===== src/pkg/vrcfg_pkg.sv =====
// Package for the rail 1 configuration register bank.
// Assumes a single 10 MHz clock domain and word-wide PMBus page-0 accesses.
package vrcfg_pkg;

  // ----------------------------------------
  // Command codes
  // ----------------------------------------
  localparam logic [7:0] CMD_RAIL1_BASIC_CONFIG = 8'he4;
  localparam logic [7:0] CMD_BOOT_VOLTAGE_SETTING = 8'he5;
  localparam logic [7:0] CMD_VOLTAGE_BUS_ADDRESSES = 8'he6;
  localparam logic [7:0] CMD_INPUT_CURRENT_GAIN = 8'he7;
  localparam logic [7:0] CMD_THERMAL_SENSE_CALIBRATION = 8'he8;
  localparam logic [7:0] CMD_PHASE_CURRENT_SENSE_GAIN = 8'he9;
  localparam logic [7:0] CMD_FREQUENCY_LOOP_CONTROL = 8'heb;
  localparam logic [7:0] CMD_SWITCHING_FREQUENCY = 8'hec;
  localparam logic [7:0] CMD_OVERTEMP_PROTECTION_SETTING = 8'hed;

  // ----------------------------------------
  // Writable-bit masks (reserved bits are zero)
  // ----------------------------------------
  localparam logic [15:0] MASK_RAIL1_BASIC_CONFIG = 16'h18ff;
  localparam logic [15:0] MASK_BOOT_VOLTAGE_SETTING = 16'h01ff;
  localparam logic [15:0] MASK_VOLTAGE_BUS_ADDRESSES = 16'h3fff;
  localparam logic [15:0] MASK_INPUT_CURRENT_GAIN = 16'h01ff;
  localparam logic [15:0] MASK_THERMAL_SENSE_CALIBRATION = 16'hffff;
  localparam logic [15:0] MASK_PHASE_CURRENT_SENSE_GAIN = 16'h03ff;
  localparam logic [15:0] MASK_FREQUENCY_LOOP_CONTROL = 16'h7fff;
  localparam logic [15:0] MASK_SWITCHING_FREQUENCY = 16'h01ff;
  localparam logic [15:0] MASK_OVERTEMP_PROTECTION_SETTING = 16'hffff;

  // ----------------------------------------
  // Reset values (none documented; all zero except the bus-address register at 0x0010)
  // ----------------------------------------
  localparam logic [15:0] RST_RAIL1_BASIC_CONFIG = 16'h0000;
  localparam logic [15:0] RST_BOOT_VOLTAGE_SETTING = 16'h0000;
  localparam logic [15:0] RST_VOLTAGE_BUS_ADDRESSES = 16'h0010;
  localparam logic [15:0] RST_INPUT_CURRENT_GAIN = 16'h0000;
  localparam logic [15:0] RST_THERMAL_SENSE_CALIBRATION = 16'h0000;
  localparam logic [15:0] RST_PHASE_CURRENT_SENSE_GAIN = 16'h0000;
  localparam logic [15:0] RST_FREQUENCY_LOOP_CONTROL = 16'h0000;
  localparam logic [15:0] RST_SWITCHING_FREQUENCY = 16'h0000;
  localparam logic [15:0] RST_OVERTEMP_PROTECTION_SETTING = 16'h0000;

  // ----------------------------------------
  // Field positions
  // ----------------------------------------
  localparam int BIT_BALANCE_LOOP_ENABLE = 7;
  localparam int BIT_OVERSHOOT_CUT_ENABLE = 6;
  localparam int POS_SHEDDING_SELECT = 4;
  localparam int BIT_HOST_VID_OVERRIDE = 3;
  localparam int POS_FULL_PHASE_NUMBER = 0;
  localparam int POS_FORCED_POWER_STATE = 11;
  localparam int BIT_ALT_VID_TABLE = 8;
  localparam int POS_BOOT_VOLTAGE_CODE = 0;
  localparam int BIT_AVS_EN_RAIL1 = 13;
  localparam int BIT_AVS_EN_RAIL2 = 12;
  localparam int POS_BROADCAST_SELECT = 10;
  localparam int POS_ADDR_OFFSET = 5;
  localparam int BIT_BUS_ADDRESS_SOURCE = 4;
  localparam int POS_RAIL1_BUS_ADDRESS = 0;
  localparam int POS_TEMP_GAIN = 8;
  localparam int POS_TEMP_OFFSET = 0;
  localparam int BIT_HOLD_TRANSIENT = 14;
  localparam int BIT_HOLD_PHASE = 13;
  localparam int BIT_HOLD_VID = 12;
  localparam int POS_HOLD_DURATION = 8;
  localparam int BIT_FREQ_REG_ENABLE = 7;
  localparam int POS_FREQ_KI = 0;
  localparam int POS_OT_LIMIT = 8;
  localparam int BIT_OT_LATCH_MODE = 7;
  localparam int POS_OT_HYST = 0;

  // ----------------------------------------
  // Broadcast addresses and timing
  // ----------------------------------------
  localparam logic [4:0] BROADCAST_ADDR_A = 5'h0e;
  localparam logic [4:0] BROADCAST_ADDR_B = 5'h0f;
  localparam int CLOCK_HZ = 10000000;
  localparam int HOLD_UNIT_US = 100;
  localparam int HOLD_UNIT_CYCLES = (CLOCK_HZ / 1000000) * HOLD_UNIT_US;

  // Power-state encoding of the forced state field.
  typedef enum logic [1:0] {
    VRCFG_PS_FULL = 2'b00,
    VRCFG_PS_ONE_CCM = 2'b01,
    VRCFG_PS_ONE_DCM = 2'b10
  } vrcfg_pstate_t;

endpackage


===== src/pkg/vrcfg_if.sv =====
// Interface carrying a frequency-loop hold request between the top and the hold timer.
// Assumes the single system clock.
`timescale 1ns/10ps
interface vrcfg_hold_if;
  logic start;
  logic [3:0] units;
  logic frozen;
  modport ctrl (output start, output units, input frozen);
  modport timer (input start, input units, output frozen);
endinterface


===== src/hdl/vrcfg_hold_timer.sv =====
// Frequency-loop freeze timer counting 100 us units.
// Assumes a start pulse from the top; restarts on each new start.
`timescale 1ns/10ps
module vrcfg_hold_timer #(
  parameter int UNIT_CYCLES = vrcfg_pkg::HOLD_UNIT_CYCLES
) (
  input wire logic clock,
  input wire logic rst_n,
  vrcfg_hold_if.timer hold
);

  logic [10:0] cycle_count;
  logic [3:0] unit_count;

  // ----------------------------------------
  // Countdown
  // ----------------------------------------
  // A restart reloads both counters so the freeze always lasts the full time.
  always_ff @(posedge clock or negedge rst_n) begin
    if (!rst_n) begin
      cycle_count <= 11'h000;
      unit_count <= 4'h0;
      hold.frozen <= 1'b0;
    end else if (hold.start) begin
      cycle_count <= 11'(UNIT_CYCLES - 1);
      unit_count <= hold.units;
      hold.frozen <= 1'b1;
    end else if (hold.frozen) begin
      if (cycle_count != 11'h000) begin
        cycle_count <= cycle_count - 11'h001;
      end else if (unit_count > 4'h1) begin
        cycle_count <= 11'(UNIT_CYCLES - 1);
        unit_count <= unit_count - 4'h1;
      end else begin
        hold.frozen <= 1'b0;
      end
    end
  end

endmodule


===== src/hdl/vrcfg_overtemp.sv =====
// Over-temperature guard with hiccup or latch recovery.
// Assumes the temperature input is an already-calibrated signed degree value.
`timescale 1ns/10ps
module vrcfg_overtemp (
  input wire logic clock,
  input wire logic rst_n,
  input wire logic signed [9:0] temperature,
  input wire logic [7:0] limit,
  input wire logic [6:0] hysteresis,
  input wire logic latch_mode,
  output logic tripped
);

  logic signed [10:0] release_level;

  // The release level sits a hysteresis below the limit.
  assign release_level = 11'(signed'({3'b000, limit})) - 11'(signed'({4'b0000, hysteresis}));

  // ----------------------------------------
  // Trip state
  // ----------------------------------------
  // Latch mode never releases; only a reset clears it.
  always_ff @(posedge clock or negedge rst_n) begin
    if (!rst_n) begin
      tripped <= 1'b0;
    end else if (11'(temperature) > 11'(signed'({3'b000, limit}))) begin
      tripped <= 1'b1;
    end else if (tripped && !latch_mode && 11'(temperature) < release_level) begin
      tripped <= 1'b0;
    end
  end

endmodule


===== src/hdl/vrcfg_rail1_regs.sv =====
// Rail 1 configuration register bank with its decoded controls.
// Assumes a PMBus engine that presents page-0 word writes and reads as single-cycle strobes.
`timescale 1ns/10ps
module vrcfg_rail1_regs (
  input wire logic clock,
  input wire logic rst_n,
  input wire logic [7:0] cmd_code,
  input wire logic [15:0] write_data,
  input wire logic write_strobe,
  input wire logic read_strobe,
  output logic [15:0] read_data,
  output logic cmd_known,
  input wire logic [1:0] boot_source,
  input wire logic power_state_force,
  input wire logic load_transient,
  input wire logic phase_count_change,
  input wire logic dynamic_vid_transition,
  input wire logic [7:0] thermal_sense_input,
  input wire logic [11:0] input_current_raw,
  output logic balance_loop_enable,
  output logic overshoot_cut_enable,
  output logic auto_phase_shedding,
  output logic intermediate_vid,
  output logic host_vid_override_enable,
  output logic [2:0] phase_count_active,
  output logic phase_dcm_mode,
  output logic alt_vid_table_enable,
  output logic [7:0] boot_voltage_code,
  output logic boot_from_register,
  output logic avsbus_addr_enable_rail1,
  output logic avsbus_addr_enable_rail2,
  output logic broadcast_addr_a_enable,
  output logic broadcast_addr_b_enable,
  output logic [4:0] rail1_bus_address,
  output logic [4:0] rail2_bus_address,
  output logic [20:0] input_current_scaled,
  output logic [9:0] phase_sense_scale,
  output logic signed [9:0] junction_temperature,
  output logic freq_regulation_enable,
  output logic [6:0] freq_integral_gain,
  output logic freq_loop_frozen,
  output logic [8:0] switch_rate_code,
  output logic overheat_trip
);

  // ----------------------------------------
  // Storage
  // ----------------------------------------
  logic [15:0] rail1_basic_config;
  logic [15:0] boot_voltage_setting;
  logic [15:0] voltage_bus_addresses;
  logic [15:0] input_current_gain;
  logic [15:0] thermal_sense_calibration;
  logic [15:0] phase_current_sense_gain;
  logic [15:0] frequency_loop_control;
  logic [15:0] switching_frequency;
  logic [15:0] overtemp_protection_setting;
  logic [15:0] next_read_data;
  logic hold_event;
  logic [4:0] addr_offset;
  logic [1:0] shedding_select;
  logic [1:0] forced_power_state;
  logic [2:0] full_phase_number;
  logic [17:0] temp_product;
  logic signed [10:0] temp_sum;

  // Hold request goes to the timer; its freeze flag comes back.
  vrcfg_hold_if hold_link ();

  // Tells whether a command code belongs to this bank.
  function automatic logic is_bank_cmd(input logic [7:0] code);
    is_bank_cmd = (code >= vrcfg_pkg::CMD_RAIL1_BASIC_CONFIG && code <= vrcfg_pkg::CMD_PHASE_CURRENT_SENSE_GAIN)
      || (code >= vrcfg_pkg::CMD_FREQUENCY_LOOP_CONTROL && code <= vrcfg_pkg::CMD_OVERTEMP_PROTECTION_SETTING);
  endfunction

  assign cmd_known = is_bank_cmd(cmd_code);

  // Unknown codes fall through and write nothing.
  // Register writes; masking keeps reserved bits at zero.
  // reserved write mask
  always_ff @(posedge clock or negedge rst_n) begin
    if (!rst_n) begin
      rail1_basic_config <= vrcfg_pkg::RST_RAIL1_BASIC_CONFIG;
      boot_voltage_setting <= vrcfg_pkg::RST_BOOT_VOLTAGE_SETTING;
      voltage_bus_addresses <= vrcfg_pkg::RST_VOLTAGE_BUS_ADDRESSES;
      input_current_gain <= vrcfg_pkg::RST_INPUT_CURRENT_GAIN;
      thermal_sense_calibration <= vrcfg_pkg::RST_THERMAL_SENSE_CALIBRATION;
      phase_current_sense_gain <= vrcfg_pkg::RST_PHASE_CURRENT_SENSE_GAIN;
      frequency_loop_control <= vrcfg_pkg::RST_FREQUENCY_LOOP_CONTROL;
      switching_frequency <= vrcfg_pkg::RST_SWITCHING_FREQUENCY;
      overtemp_protection_setting <= vrcfg_pkg::RST_OVERTEMP_PROTECTION_SETTING;
    end else if (write_strobe) begin
      case (cmd_code)
        vrcfg_pkg::CMD_RAIL1_BASIC_CONFIG: begin
          rail1_basic_config <= write_data & vrcfg_pkg::MASK_RAIL1_BASIC_CONFIG;
        end
        vrcfg_pkg::CMD_BOOT_VOLTAGE_SETTING: begin
          boot_voltage_setting <= write_data & vrcfg_pkg::MASK_BOOT_VOLTAGE_SETTING;
        end
        vrcfg_pkg::CMD_VOLTAGE_BUS_ADDRESSES: begin
          voltage_bus_addresses <= write_data & vrcfg_pkg::MASK_VOLTAGE_BUS_ADDRESSES;
        end
        vrcfg_pkg::CMD_INPUT_CURRENT_GAIN: begin
          input_current_gain <= write_data & vrcfg_pkg::MASK_INPUT_CURRENT_GAIN;
        end
        vrcfg_pkg::CMD_THERMAL_SENSE_CALIBRATION: begin
          thermal_sense_calibration <= write_data & vrcfg_pkg::MASK_THERMAL_SENSE_CALIBRATION;
        end
        vrcfg_pkg::CMD_PHASE_CURRENT_SENSE_GAIN: begin
          phase_current_sense_gain <= write_data & vrcfg_pkg::MASK_PHASE_CURRENT_SENSE_GAIN;
        end
        vrcfg_pkg::CMD_FREQUENCY_LOOP_CONTROL: begin
          frequency_loop_control <= write_data & vrcfg_pkg::MASK_FREQUENCY_LOOP_CONTROL;
        end
        vrcfg_pkg::CMD_SWITCHING_FREQUENCY: begin
          switching_frequency <= write_data & vrcfg_pkg::MASK_SWITCHING_FREQUENCY;
        end
        vrcfg_pkg::CMD_OVERTEMP_PROTECTION_SETTING: begin
          overtemp_protection_setting <= write_data & vrcfg_pkg::MASK_OVERTEMP_PROTECTION_SETTING;
        end
        default: begin
        end
      endcase
    end
  end

  // ----------------------------------------
  // Read path
  // ----------------------------------------
  // Unknown codes read zero so the engine can answer without stalling.
  // stored value readback
  always_comb begin
    case (cmd_code)
      vrcfg_pkg::CMD_RAIL1_BASIC_CONFIG: next_read_data = rail1_basic_config;
      vrcfg_pkg::CMD_BOOT_VOLTAGE_SETTING: next_read_data = boot_voltage_setting;
      vrcfg_pkg::CMD_VOLTAGE_BUS_ADDRESSES: next_read_data = voltage_bus_addresses;
      vrcfg_pkg::CMD_INPUT_CURRENT_GAIN: next_read_data = input_current_gain;
      vrcfg_pkg::CMD_THERMAL_SENSE_CALIBRATION: next_read_data = thermal_sense_calibration;
      vrcfg_pkg::CMD_PHASE_CURRENT_SENSE_GAIN: next_read_data = phase_current_sense_gain;
      vrcfg_pkg::CMD_FREQUENCY_LOOP_CONTROL: next_read_data = frequency_loop_control;
      vrcfg_pkg::CMD_SWITCHING_FREQUENCY: next_read_data = switching_frequency;
      vrcfg_pkg::CMD_OVERTEMP_PROTECTION_SETTING: next_read_data = overtemp_protection_setting;
      default: next_read_data = 16'h0000;
    endcase
  end

  // Read data is registered one cycle after the strobe.
  // It holds until the next read strobe.
  always_ff @(posedge clock or negedge rst_n) begin
    if (!rst_n) begin
      read_data <= 16'h0000;
    end else if (read_strobe) begin
      read_data <= next_read_data;
    end
  end

  // ----------------------------------------
  // Basic configuration decode
  // ----------------------------------------
  assign shedding_select = rail1_basic_config[vrcfg_pkg::POS_SHEDDING_SELECT +: 2];
  assign forced_power_state = rail1_basic_config[vrcfg_pkg::POS_FORCED_POWER_STATE +: 2];
  assign full_phase_number = rail1_basic_config[vrcfg_pkg::POS_FULL_PHASE_NUMBER +: 3];

  // One cycle of lag after a write is harmless here.
  // Loop and mode controls, registered so outputs come from flip-flops.
  always_ff @(posedge clock or negedge rst_n) begin
    if (!rst_n) begin
      balance_loop_enable <= 1'b0;
      overshoot_cut_enable <= 1'b0;
      auto_phase_shedding <= 1'b0;
      intermediate_vid <= 1'b0;
      host_vid_override_enable <= 1'b0;
    end else begin
      balance_loop_enable <= rail1_basic_config[vrcfg_pkg::BIT_BALANCE_LOOP_ENABLE];
      overshoot_cut_enable <= rail1_basic_config[vrcfg_pkg::BIT_OVERSHOOT_CUT_ENABLE];
      auto_phase_shedding <= shedding_select[1];
      intermediate_vid <= (shedding_select == 2'b01);
      host_vid_override_enable <= rail1_basic_config[vrcfg_pkg::BIT_HOST_VID_OVERRIDE];
    end
  end

  // Forcing enable comes from a pin, not this bank.
  // Phase count: without forcing, the full-phase count applies.
  always_ff @(posedge clock or negedge rst_n) begin
    if (!rst_n) begin
      phase_count_active <= 3'h0;
      phase_dcm_mode <= 1'b1;
    end else if (!power_state_force || forced_power_state == vrcfg_pkg::VRCFG_PS_FULL) begin
      phase_count_active <= full_phase_number;
      phase_dcm_mode <= (full_phase_number == 3'b000);
    end else begin
      phase_count_active <= (forced_power_state == vrcfg_pkg::VRCFG_PS_ONE_CCM) ? 3'b001 : 3'b000;
      phase_dcm_mode <= forced_power_state[1];
    end
  end

  // ----------------------------------------
  // Boot voltage and bus addressing
  // ----------------------------------------
  // Two's complement offset; the sum wraps at 32.
  assign addr_offset = voltage_bus_addresses[vrcfg_pkg::POS_ADDR_OFFSET +: 5];

  // Source bit clear is unsupported: addresses hold.
  always_ff @(posedge clock or negedge rst_n) begin
    if (!rst_n) begin
      alt_vid_table_enable <= 1'b0;
      boot_voltage_code <= 8'h00;
      boot_from_register <= 1'b0;
      avsbus_addr_enable_rail1 <= 1'b0;
      avsbus_addr_enable_rail2 <= 1'b0;
      broadcast_addr_a_enable <= 1'b0;
      broadcast_addr_b_enable <= 1'b0;
      rail1_bus_address <= 5'h00;
      rail2_bus_address <= 5'h00;
    end else begin
      alt_vid_table_enable <= boot_voltage_setting[vrcfg_pkg::BIT_ALT_VID_TABLE];
      boot_from_register <= (boot_source == 2'b00);
      boot_voltage_code <= boot_voltage_setting[vrcfg_pkg::POS_BOOT_VOLTAGE_CODE +: 8];
      avsbus_addr_enable_rail1 <= voltage_bus_addresses[vrcfg_pkg::BIT_AVS_EN_RAIL1];
      avsbus_addr_enable_rail2 <= voltage_bus_addresses[vrcfg_pkg::BIT_AVS_EN_RAIL2];
      broadcast_addr_a_enable <= voltage_bus_addresses[vrcfg_pkg::POS_BROADCAST_SELECT];
      broadcast_addr_b_enable <= voltage_bus_addresses[vrcfg_pkg::POS_BROADCAST_SELECT + 1];
      if (voltage_bus_addresses[vrcfg_pkg::BIT_BUS_ADDRESS_SOURCE]) begin
        rail1_bus_address <= {1'b0, voltage_bus_addresses[vrcfg_pkg::POS_RAIL1_BUS_ADDRESS +: 4]};
        rail2_bus_address <= 5'({1'b0, voltage_bus_addresses[3:0]} + addr_offset + 5'h01);
      end
    end
  end

  // ----------------------------------------
  // Sense calibration
  // ----------------------------------------
  // Gain is 0.8 times slope, so the product is divided by 0.8 (times 5/4) then by 256.
  // The sum always fits ten signed bits.
  assign temp_product = 18'(thermal_sense_calibration[vrcfg_pkg::POS_TEMP_GAIN +: 8] * 10'(thermal_sense_input));
  assign temp_sum = 11'(signed'({1'b0, 10'(({2'b00, temp_product} * 20'd5) >> 10)}))
    + 11'(signed'(thermal_sense_calibration[vrcfg_pkg::POS_TEMP_OFFSET +: 8]));

  // Calibrated values are registered.
  always_ff @(posedge clock or negedge rst_n) begin
    if (!rst_n) begin
      input_current_scaled <= 21'h000000;
      phase_sense_scale <= 10'h000;
      junction_temperature <= 10'sh000;
    end else begin
      input_current_scaled <= 21'(input_current_raw * input_current_gain[8:0]);
      phase_sense_scale <= phase_current_sense_gain[9:0];
      junction_temperature <= 10'(temp_sum);
    end
  end

  // ----------------------------------------
  // Frequency loop
  // ----------------------------------------
  // hold event enables
  assign hold_event = (frequency_loop_control[vrcfg_pkg::BIT_HOLD_TRANSIENT] && load_transient)
    || (frequency_loop_control[vrcfg_pkg::BIT_HOLD_PHASE] && phase_count_change)
    || (frequency_loop_control[vrcfg_pkg::BIT_HOLD_VID] && dynamic_vid_transition);
  // Each enabled event restarts the freeze.
  assign hold_link.start = hold_event;
  assign hold_link.units = frequency_loop_control[vrcfg_pkg::POS_HOLD_DURATION +: 4];

  vrcfg_hold_timer u_hold (
    .clock(clock),
    .rst_n(rst_n),
    .hold(hold_link)
  );

  always_ff @(posedge clock or negedge rst_n) begin
    if (!rst_n) begin
      freq_regulation_enable <= 1'b0;
      freq_integral_gain <= 7'h00;
      switch_rate_code <= 9'h000;
    end else begin
      freq_regulation_enable <= frequency_loop_control[vrcfg_pkg::BIT_FREQ_REG_ENABLE];
      freq_integral_gain <= frequency_loop_control[vrcfg_pkg::POS_FREQ_KI +: 7];
      switch_rate_code <= switching_frequency[8:0];
    end
  end

  // The freeze flag covers the start cycle too, so no edge slips through.
  assign freq_loop_frozen = hold_link.frozen || hold_event;

  // ----------------------------------------
  // Over-temperature
  // ----------------------------------------
  // The guard lags the sensor by two cycles: one for calibration, one for the trip flag.
  // trip and recovery
  vrcfg_overtemp u_overtemp (
    .clock(clock),
    .rst_n(rst_n),
    .temperature(junction_temperature),
    .limit(overtemp_protection_setting[vrcfg_pkg::POS_OT_LIMIT +: 8]),
    .hysteresis(overtemp_protection_setting[vrcfg_pkg::POS_OT_HYST +: 7]),
    .latch_mode(overtemp_protection_setting[vrcfg_pkg::BIT_OT_LATCH_MODE]),
    .tripped(overheat_trip)
  );

endmodule


===== config.mk =====
export PLATFORM = sky130hd
export DESIGN_NAME = vrcfg_rail1_regs
export DESIGN_NICKNAME = d
export VERILOG_FILES = /design/src/pkg/vrcfg_pkg.sv /design/src/pkg/vrcfg_if.sv /design/src/hdl/vrcfg_hold_timer.sv /design/src/hdl/vrcfg_overtemp.sv /design/src/hdl/vrcfg_rail1_regs.sv
export SDC_FILE = /design/constraint.sdc
export NUM_CORES = 1
export LEC_CHECK = 0
export ABC_CLOCK_PERIOD_IN_PS = 11400
export BUFFER_PORTS_ARGS = -buffer_cell sky130_fd_sc_hd__clkbuf_2
export CAP_MARGIN = 20
export CORE_MARGIN = 2
export CORE_UTILIZATION = 67
export CTS_BUF_LIST = sky130_fd_sc_hd__clkbuf_4 sky130_fd_sc_hd__clkbuf_8
export DETAILED_ROUTE_END_ITERATION = 16
export PLACE_DENSITY = 0.95
export SLEW_MARGIN = 15
export SYNTH_ARGS = -nofsm -noshare
export SYNTH_HDL_FRONTEND = slang
export SYNTH_SLANG_ARGS = --single-unit

===== constraint.sdc =====
create_clock -name clock -period 11.4 [get_ports clock]
set_clock_uncertainty 0.2 [all_clocks]
set_input_delay 0.57 -clock clock [delete_from_list [all_inputs] [get_ports clock]]
set_output_delay 0.57 -clock clock [all_outputs]
set_load 0.03 [all_outputs]

==> impl_results.md, run 1 <==
* Met3 track demand over resource at 0.0988
* Synth Cell Area at 15,900 um2
* Syn-to-layout area delta at 12.1%
* Fin. max-slew vios at 0
* Status: complete, no violations
* Worst setup endpoint: junction_temperature[9]
* Number of clock sinks at 231
* Std-Cell Rows at 56
* Main combinational cell family by area after synthesis: adder cells
* Crit Path Class: flop to flop
* Post-CTS Setup Repair Bufs at 0
* CP bufs+invs at 4
* Drt wl/cell at 22.1 um
* Number of routed nets with antenna violations at 0
* Port Buffers at 162
* Met1 GRT Util at 0.454
* Reg power frac at 0.418
* WP data required at 11.62 ns
* Syn Inst Count at 1,464
* Hold Vio Cnt, Final at 0
* Predominant post-synthesis flop cell: dfrtp_1
* Relative slew slack at 0.216
* Filler Cells Inserted at 1,343
* Final instance area at 17,900 um2
* Final setup violation count at 0
* Residual DRC at 0
* TNS Setup at 0 ns
* Arrival time worst endpoint at 7.84 ns
* Worst R2R Start: thermal_sense_calibration[11]
* CTS root buffer: clkbuf_8
* Max Cap Violations at 0
* Most frequent cells in the layout: dfrtp_1 (229), inv_1 (166), clkbuf_2 (161)
* Post-synth ARST share at 1.00
* RR Endpoint: junction_temperature[9]
* CTS tree: done
* CP Max Fanout at 10
* Number of global-route vias before repair at 13,400
* CP Depth at 29
* H-Tree Depth at 2
* Syn nets at 1,769
* Core area at 23,400 um2
* Clock transition at the registers of the reported paths at 0.06 ns
* Post-synth EDFFs at 0
* Vias per cell at 6.36
* Die area at 25,000 um2
* Peak supply drop at 0.000112 V
* Initial Util at 0.681
* Comb pwr share at 0.247
* FF-to-FF path depth at 29
* Top Usage Layer GRT: met2
* Leading cell type in the layout, fill and taps excluded: dfrtp_1
* Antenna violations before repair at 0
* TritonCTS buffer count at 37
* Setup crit end kind: flop
* Yosys top cell area share at 0.360
* Pwr Density at 131 nW/um2
* GRT Util Overall at 0.364
* Worst hold path class: primary input to flop
* Die X at 158 um
* Least-Margin Pin Slew at 1.17 ns
* Global-route wire length before repair at 69,800 um
* Int Pwr at 1550 uW
* Final period util at 0.669
* Slowest cell on the critical path: fa_1
* Area share of fa/ha/maj cells after synthesis at 0.250
* Min cycle time layout at 7.62 ns
* GPL Wtd Cong at 0.893
* Post-Synth XOR/XNOR Area at 0.0330
* Post-Route WL at 43,600 um
* Sw power at 790 uW
* Post-synthesis cell type count at 79
* R2R Setup Slk at 3.78 ns
* Switch share at 0.337
* Drt first pass iters at 6
* Largest stage delay, worst path at 0.54 ns
* Mux contribution to synthesized area at 0.0897
* CTS max path bufs at 3
* Pleak at 0.00941 uW
* Synth Area in Compound Gates at 0.0904
* Detailed Route Iter0 Violations at 1,285
* Simple-Gate Fraction of Synth Area at 0.122
* Vert. Die Dim at 158 um
* Layout cell share with drive strength beyond 1 at 0.234
* Grt met2 use at 0.569
* Unrepaired setup endpoints after global routing: no
* GRT overflow at 0
* Syn Area/Cell at 10.9 um2
* Clock Power Share at 0.334
* Post-DP HPWL at 30,200 um
* Critical Path Source: thermal_sense_calibration[11]
* Post-Place Cell Area at 17,000 um2
* I/O Pins at 164
* Synth area leaders: dfrtp_1 (36%), fa_1 (14%), ha_1 (11%)
* Via count at 12,600
* Multi-input gate area at 9320 um2
* Nets@finish at 1,931
* Clock Latency Late Sink at 0.58 ns
* Synth area leader: dfrtp_1
* Delay-heaviest family, CP: adder cells
* FF/Latch Area at 5780 um2
* Fmax at 131 MHz
* Sequential share of the synthesized area at 0.363
* Pin count of the biggest net entering global routing at 143
* Yosys reg bits at 231
* Critical Path Start Type: flop
* YS warnings at 0
## cell type report
cell class,count,area share
multi-input combinational,1018,0.522
sequential,231,0.324
timing repair buffer,171,0.0515
clock buffer,56,0.0379
inverter,167,0.0351
tap,319,0.0224
clock inverter,12,0.00708
antenna,1,0.000140
## flip-flops by register name (all words and copies together) (netlist names), 4 cells and up
signal and count:
rail2_bus_address 5, u_hold.cycle_count 11, switch_rate_code 9, boot_voltage_setting 9, phase_current_sense_gain 10, freq_integral_gain 7, rail1_basic_config 10, frequency_loop_control 15
voltage_bus_addresses 14, input_current_scaled 21, junction_temperature 10, overtemp_protection_setting 16, read_data 16, phase_sense_scale 10, thermal_sense_calibration 16, switching_frequency 9
u_hold.unit_count 4, rail1_bus_address 4, boot_voltage_code 8, input_current_gain 9
## cell usage after synthesis, drive strengths merged, types with 8 or more instances
master	number
nand3	21
ha	141
a221oi	10
buf	14
o21ai	31
inv	167
nor3	15
clkbuf	34
mux2i	10
xnor2	50
a31oi	10
o21a	16
nand2b	8
a21oi	57
nand2	129
mux2	118
a22oi	16
o21bai	8
fa	110
dfrtp	229
and2	100
nor2	75
## routing by layer
metal,wire [um],share of wire
met3,4860,0.11
met4,2980,0.068
met1,15500,0.36
met2,20200,0.46
met5,0,0
## repair_timing
item | 4_1_cts | 5_1_grt
endpoints found under the setup margin | 0 | 0
hold endpoints to repair | 13 | 0
hold buffers | 3 | 0
resized for setup | 0 | 0
## how the worst min path moves through the flow
stage | from | to | cells past startpoint | slack, ns
after floorplan | rst_n | alt_vid_table_enable | 0 | 0.07
after global placement | frequency_loop_control[7] | freq_regulation_enable | 0 | 0.18
after detailed placement | boot_voltage_setting[5] | boot_voltage_code[5] | 0 | 0.19
after CTS | power_state_force | phase_count_active[0] | 2 | 0.06
after global routing | power_state_force | phase_count_active[0] | 2 | 0.08
final | power_state_force | phase_count_active[0] | 2 | 0.08
## power groups by stage
stage                     logic (uW)  clock network, uW  registers [uW]
final                            580                784             981
after global routing             636                826             988
after CTS                        573                787             977
after detailed placement         559                  0             990
after global placement           524                  0             985
after floorplan                  326                  0            1040
## per-stage QoR
stage	instances	hold WS, ns	setup WS [ns]	power (uW)	utilization
6_report	1975	0.0751	3.78	2340	0.763
3_3_place_gp	1902	0.181	4.09	1510	0.726
3_5_place_dp	1902	0.185	3.69	1550	0.726
4_1_cts	1973	0.0562	3.86	2340	0.762
5_1_grt	1974	0.0775	3.47	2450	0.763
2_1_floorplan	1464	0.0744	4.52	1370	-
## logic make-up after synthesis
group	count (synthesis)
flip-flops	231
AND/OR/NAND/NOR	380
adder cells (fa/ha/maj)	252
multiplexers	128
AO/OA/AOI/OAI	200
buffers and inverters	215
XOR/XNOR	57
other	1
No activity file was read; power rests on OpenSTA's default activity.
==> run 2: changes to the inputs <==
- ABC_CLOCK_PERIOD_IN_PS: 11400 -> 7000
- CORE_UTILIZATION: 67 -> 56
- PLACE_DENSITY: 0.95 -> 0.88
- clock period: 11.4 -> 7 ns (I/O delays scaled with it)
==> run 2 against run 1 <==
Effect of this change:
- global-route usage fell by 8.8 points
- combinational power rose by 71%
- highest routed layer unchanged
- critical path depth did not move
- via count fell by 1.8%
- total power rose by 68%
- cell count rose by 4.9%
- hold slack got worse by 0.039 ns
- largest cell class unchanged
==> impl_results.md, run 2 (synthesis results as in run 1) <==
* WP data required at 7.26 ns (-4.36 ns)
* Number of routed nets with antenna violations at 0 (unchanged)
* Setup crit end kind: flop
* GPL Wtd Cong at 0.888 (-0.64%)
* Nets@finish at 1,970 (+2.0%)
* Initial Util at 0.571 (-0.110)
* Drt first pass iters at 7 (+1)
* Syn-to-layout area delta at 16.4%
* Max Cap Violations at 0 (unchanged)
* CP Max Fanout at 5 (-5)
* Number of clock sinks at 231 (unchanged)
* Arrival time worst endpoint at 7.21 ns (-0.63 ns)
* Global-route wire length before repair at 66,300 um (-5.1%)
* Most frequent cells in the layout: dfrtp_1 (224), inv_1 (166), clkbuf_2 (161)
* Core area at 27,900 um2 (+19%)
* I/O Pins at 164 (unchanged)
* Die area at 29,800 um2 (+19%)
* Layout cell share with drive strength beyond 1 at 0.272 (+0.0379)
* Unrepaired setup endpoints after global routing: yes
* GRT Util Overall at 0.276 (-0.0881)
* Antenna violations before repair at 0 (unchanged)
* Int Pwr at 2640 uW (+70%)
* Post-DP HPWL at 29,900 um (-1.1%)
* Slowest cell on the critical path: fa_1
* GRT overflow at 0 (unchanged)
* Fmax at 144 MHz (+9.6%)
* Clock Latency Late Sink at 0.55 ns (-0.03 ns)
* Tot Pwr at 3940 uW (+68%)
* Port Buffers at 162 (unchanged)
* Via count at 12,300 (-1.8%)
* Sw power at 1300 uW (+64%)
* Number of global-route vias before repair at 12,500 (-6.4%)
* Relative slew slack at 0.426 (+0.210)
* Detailed Route Iter0 Violations at 1,064 (-17%)
* Post-Route WL at 42,500 um (-2.5%)
* Switch share at 0.330 (-0.00733)
* Vert. Die Dim at 173 um (+9.1%)
* Largest register by flop count: input_current_scaled
* TritonCTS buffer count at 40 (+8.1%)
* Die X at 173 um (+9.1%)
* Crit Path Class: flop to flop
* Max reg flops at 21 (unchanged)
* Pwr Density at 212 nW/um2 (+62%)
* Multi-input gate area at 9570 um2 (+2.6%)
* Drt wl/cell at 20.5 um (-7.1%)
* Peak supply drop at 0.000113 V (+0.87%)
* CTS root buffer: clkbuf_8
* Crit-path most repeated cell: fa_1
* FF/Latch Area at 5790 um2 (+0.11%)
* Dpl cells at 1,976 (+3.9%)
* CTS max path bufs at 3 (unchanged)
* Clock transition at the registers of the reported paths at 0.07 ns (about the same)
* Delay-heaviest family, CP: adder cells
* Status: complete, no violations
* Reg power frac at 0.405 (-0.013)
* Final setup violation count at 0 (unchanged)
* Leading cell type in the layout, fill and taps excluded: dfrtp_1
* Min cycle time layout at 6.95 ns (-0.668 ns)
* Critical Path Start Type: flop
* Fin. max-slew vios at 0 (unchanged)
* Hold Vio Cnt, Final at 0 (unchanged)
* Filler Cells Inserted at 1,905 (+42%)
* Worst hold path class: primary input to flop
* Final period util at 0.993 (+0.325)
* Vias per cell at 5.95 (-6.3%)
* Residual DRC at 0 (unchanged)
* # diodes at 0 (-1)
* Clock Power Share at 0.343 (+0.009)
* Post-Layout Cell Count at 2,071 (+4.9%)
* Least-Margin Pin Slew at 0.854 ns (-0.318 ns)
* Std-Cell Rows at 61 (+8.9%)
* Pin count of the biggest net entering global routing at 100 (-30%)
* H-Tree Depth at 2 (unchanged)
* Comb pwr share at 0.252 (+0.005)
* CTS tree: done
* Largest stage delay, worst path at 0.56 ns (+0.02 ns)
* CP bufs+invs at 3 (-1)
* Pleak at 0.00964 uW (+2.4%)
## run 2: stage by stage
stage,cell area (um2),hold slack (ns),worst slack [ns],setup TNS (ns),util
after floorplan,15900,-0.146,0.183,0,-
after global placement,17200,0.181,0.0955,0,0.615
after detailed placement,17200,0.185,-0.142,-0.190,0.615
after CTS,18200,0.00202,0.0140,0,0.652
after global routing,18600,0.0173,-0.184,-0.394,0.664
final,18600,0.0363,0.0459,0,0.664
## run 2: final cells by class
cell class	count	area share
clock inverter	13	0.00681
inverter	167	0.0338
timing repair buffer	207	0.0657
clock buffer	57	0.0406
tap	378	0.0255
multi-input combinational	1018	0.516
sequential	231	0.312
## run 2: power groups by stage
stage,combinational [uW],clock (uW),sequential [uW]
finish,993,1350,1590
global route,1100,1420,1610
CTS,926,1350,1590
detailed placement,909,0,1610
global placement,867,0,1600
floorplan,531,0,1700
## run 2: worst paths after layout
kind | from | slack, ns | cells after the start | endpoint
worst max register to register | thermal_sense_calibration[11] | 0.05 | 29 | junction_temperature[8]
worst min register to register | frequency_loop_control[7] | 0.19 | 0 | freq_regulation_enable
min in group asynchronous | rst_n | 0.22 | 2 | input_current_scaled[15]
worst min-delay path | write_data[3] | 0.04 | 2 | input_current_gain[3]
worst max-delay path | thermal_sense_calibration[11] | 0.05 | 29 | junction_temperature[8]
max in group asynchronous | rst_n | 5.09 | 4 | phase_dcm_mode
## run 2: metal layers
layer | vias to the layer above | share of wire | track usage
li1 | 5311 | - | -
met5 | - | 0 | 0
met2 | 678 | 0.48 | 0.451
met4 | 0 | 0.047 | 0.119
met1 | 6183 | 0.39 | 0.370
met3 | 158 | 0.078 | 0.0413
## run 2: what timing repair did
item                                    in CTS  in global routing
endpoints found under the hold margin      136                  0
resized for setup                            3                 50
buffers inserted                             2                  9
endpoints found under the setup margin       2                  4
hold buffers                                13                  0
pin swaps                                    3                 35
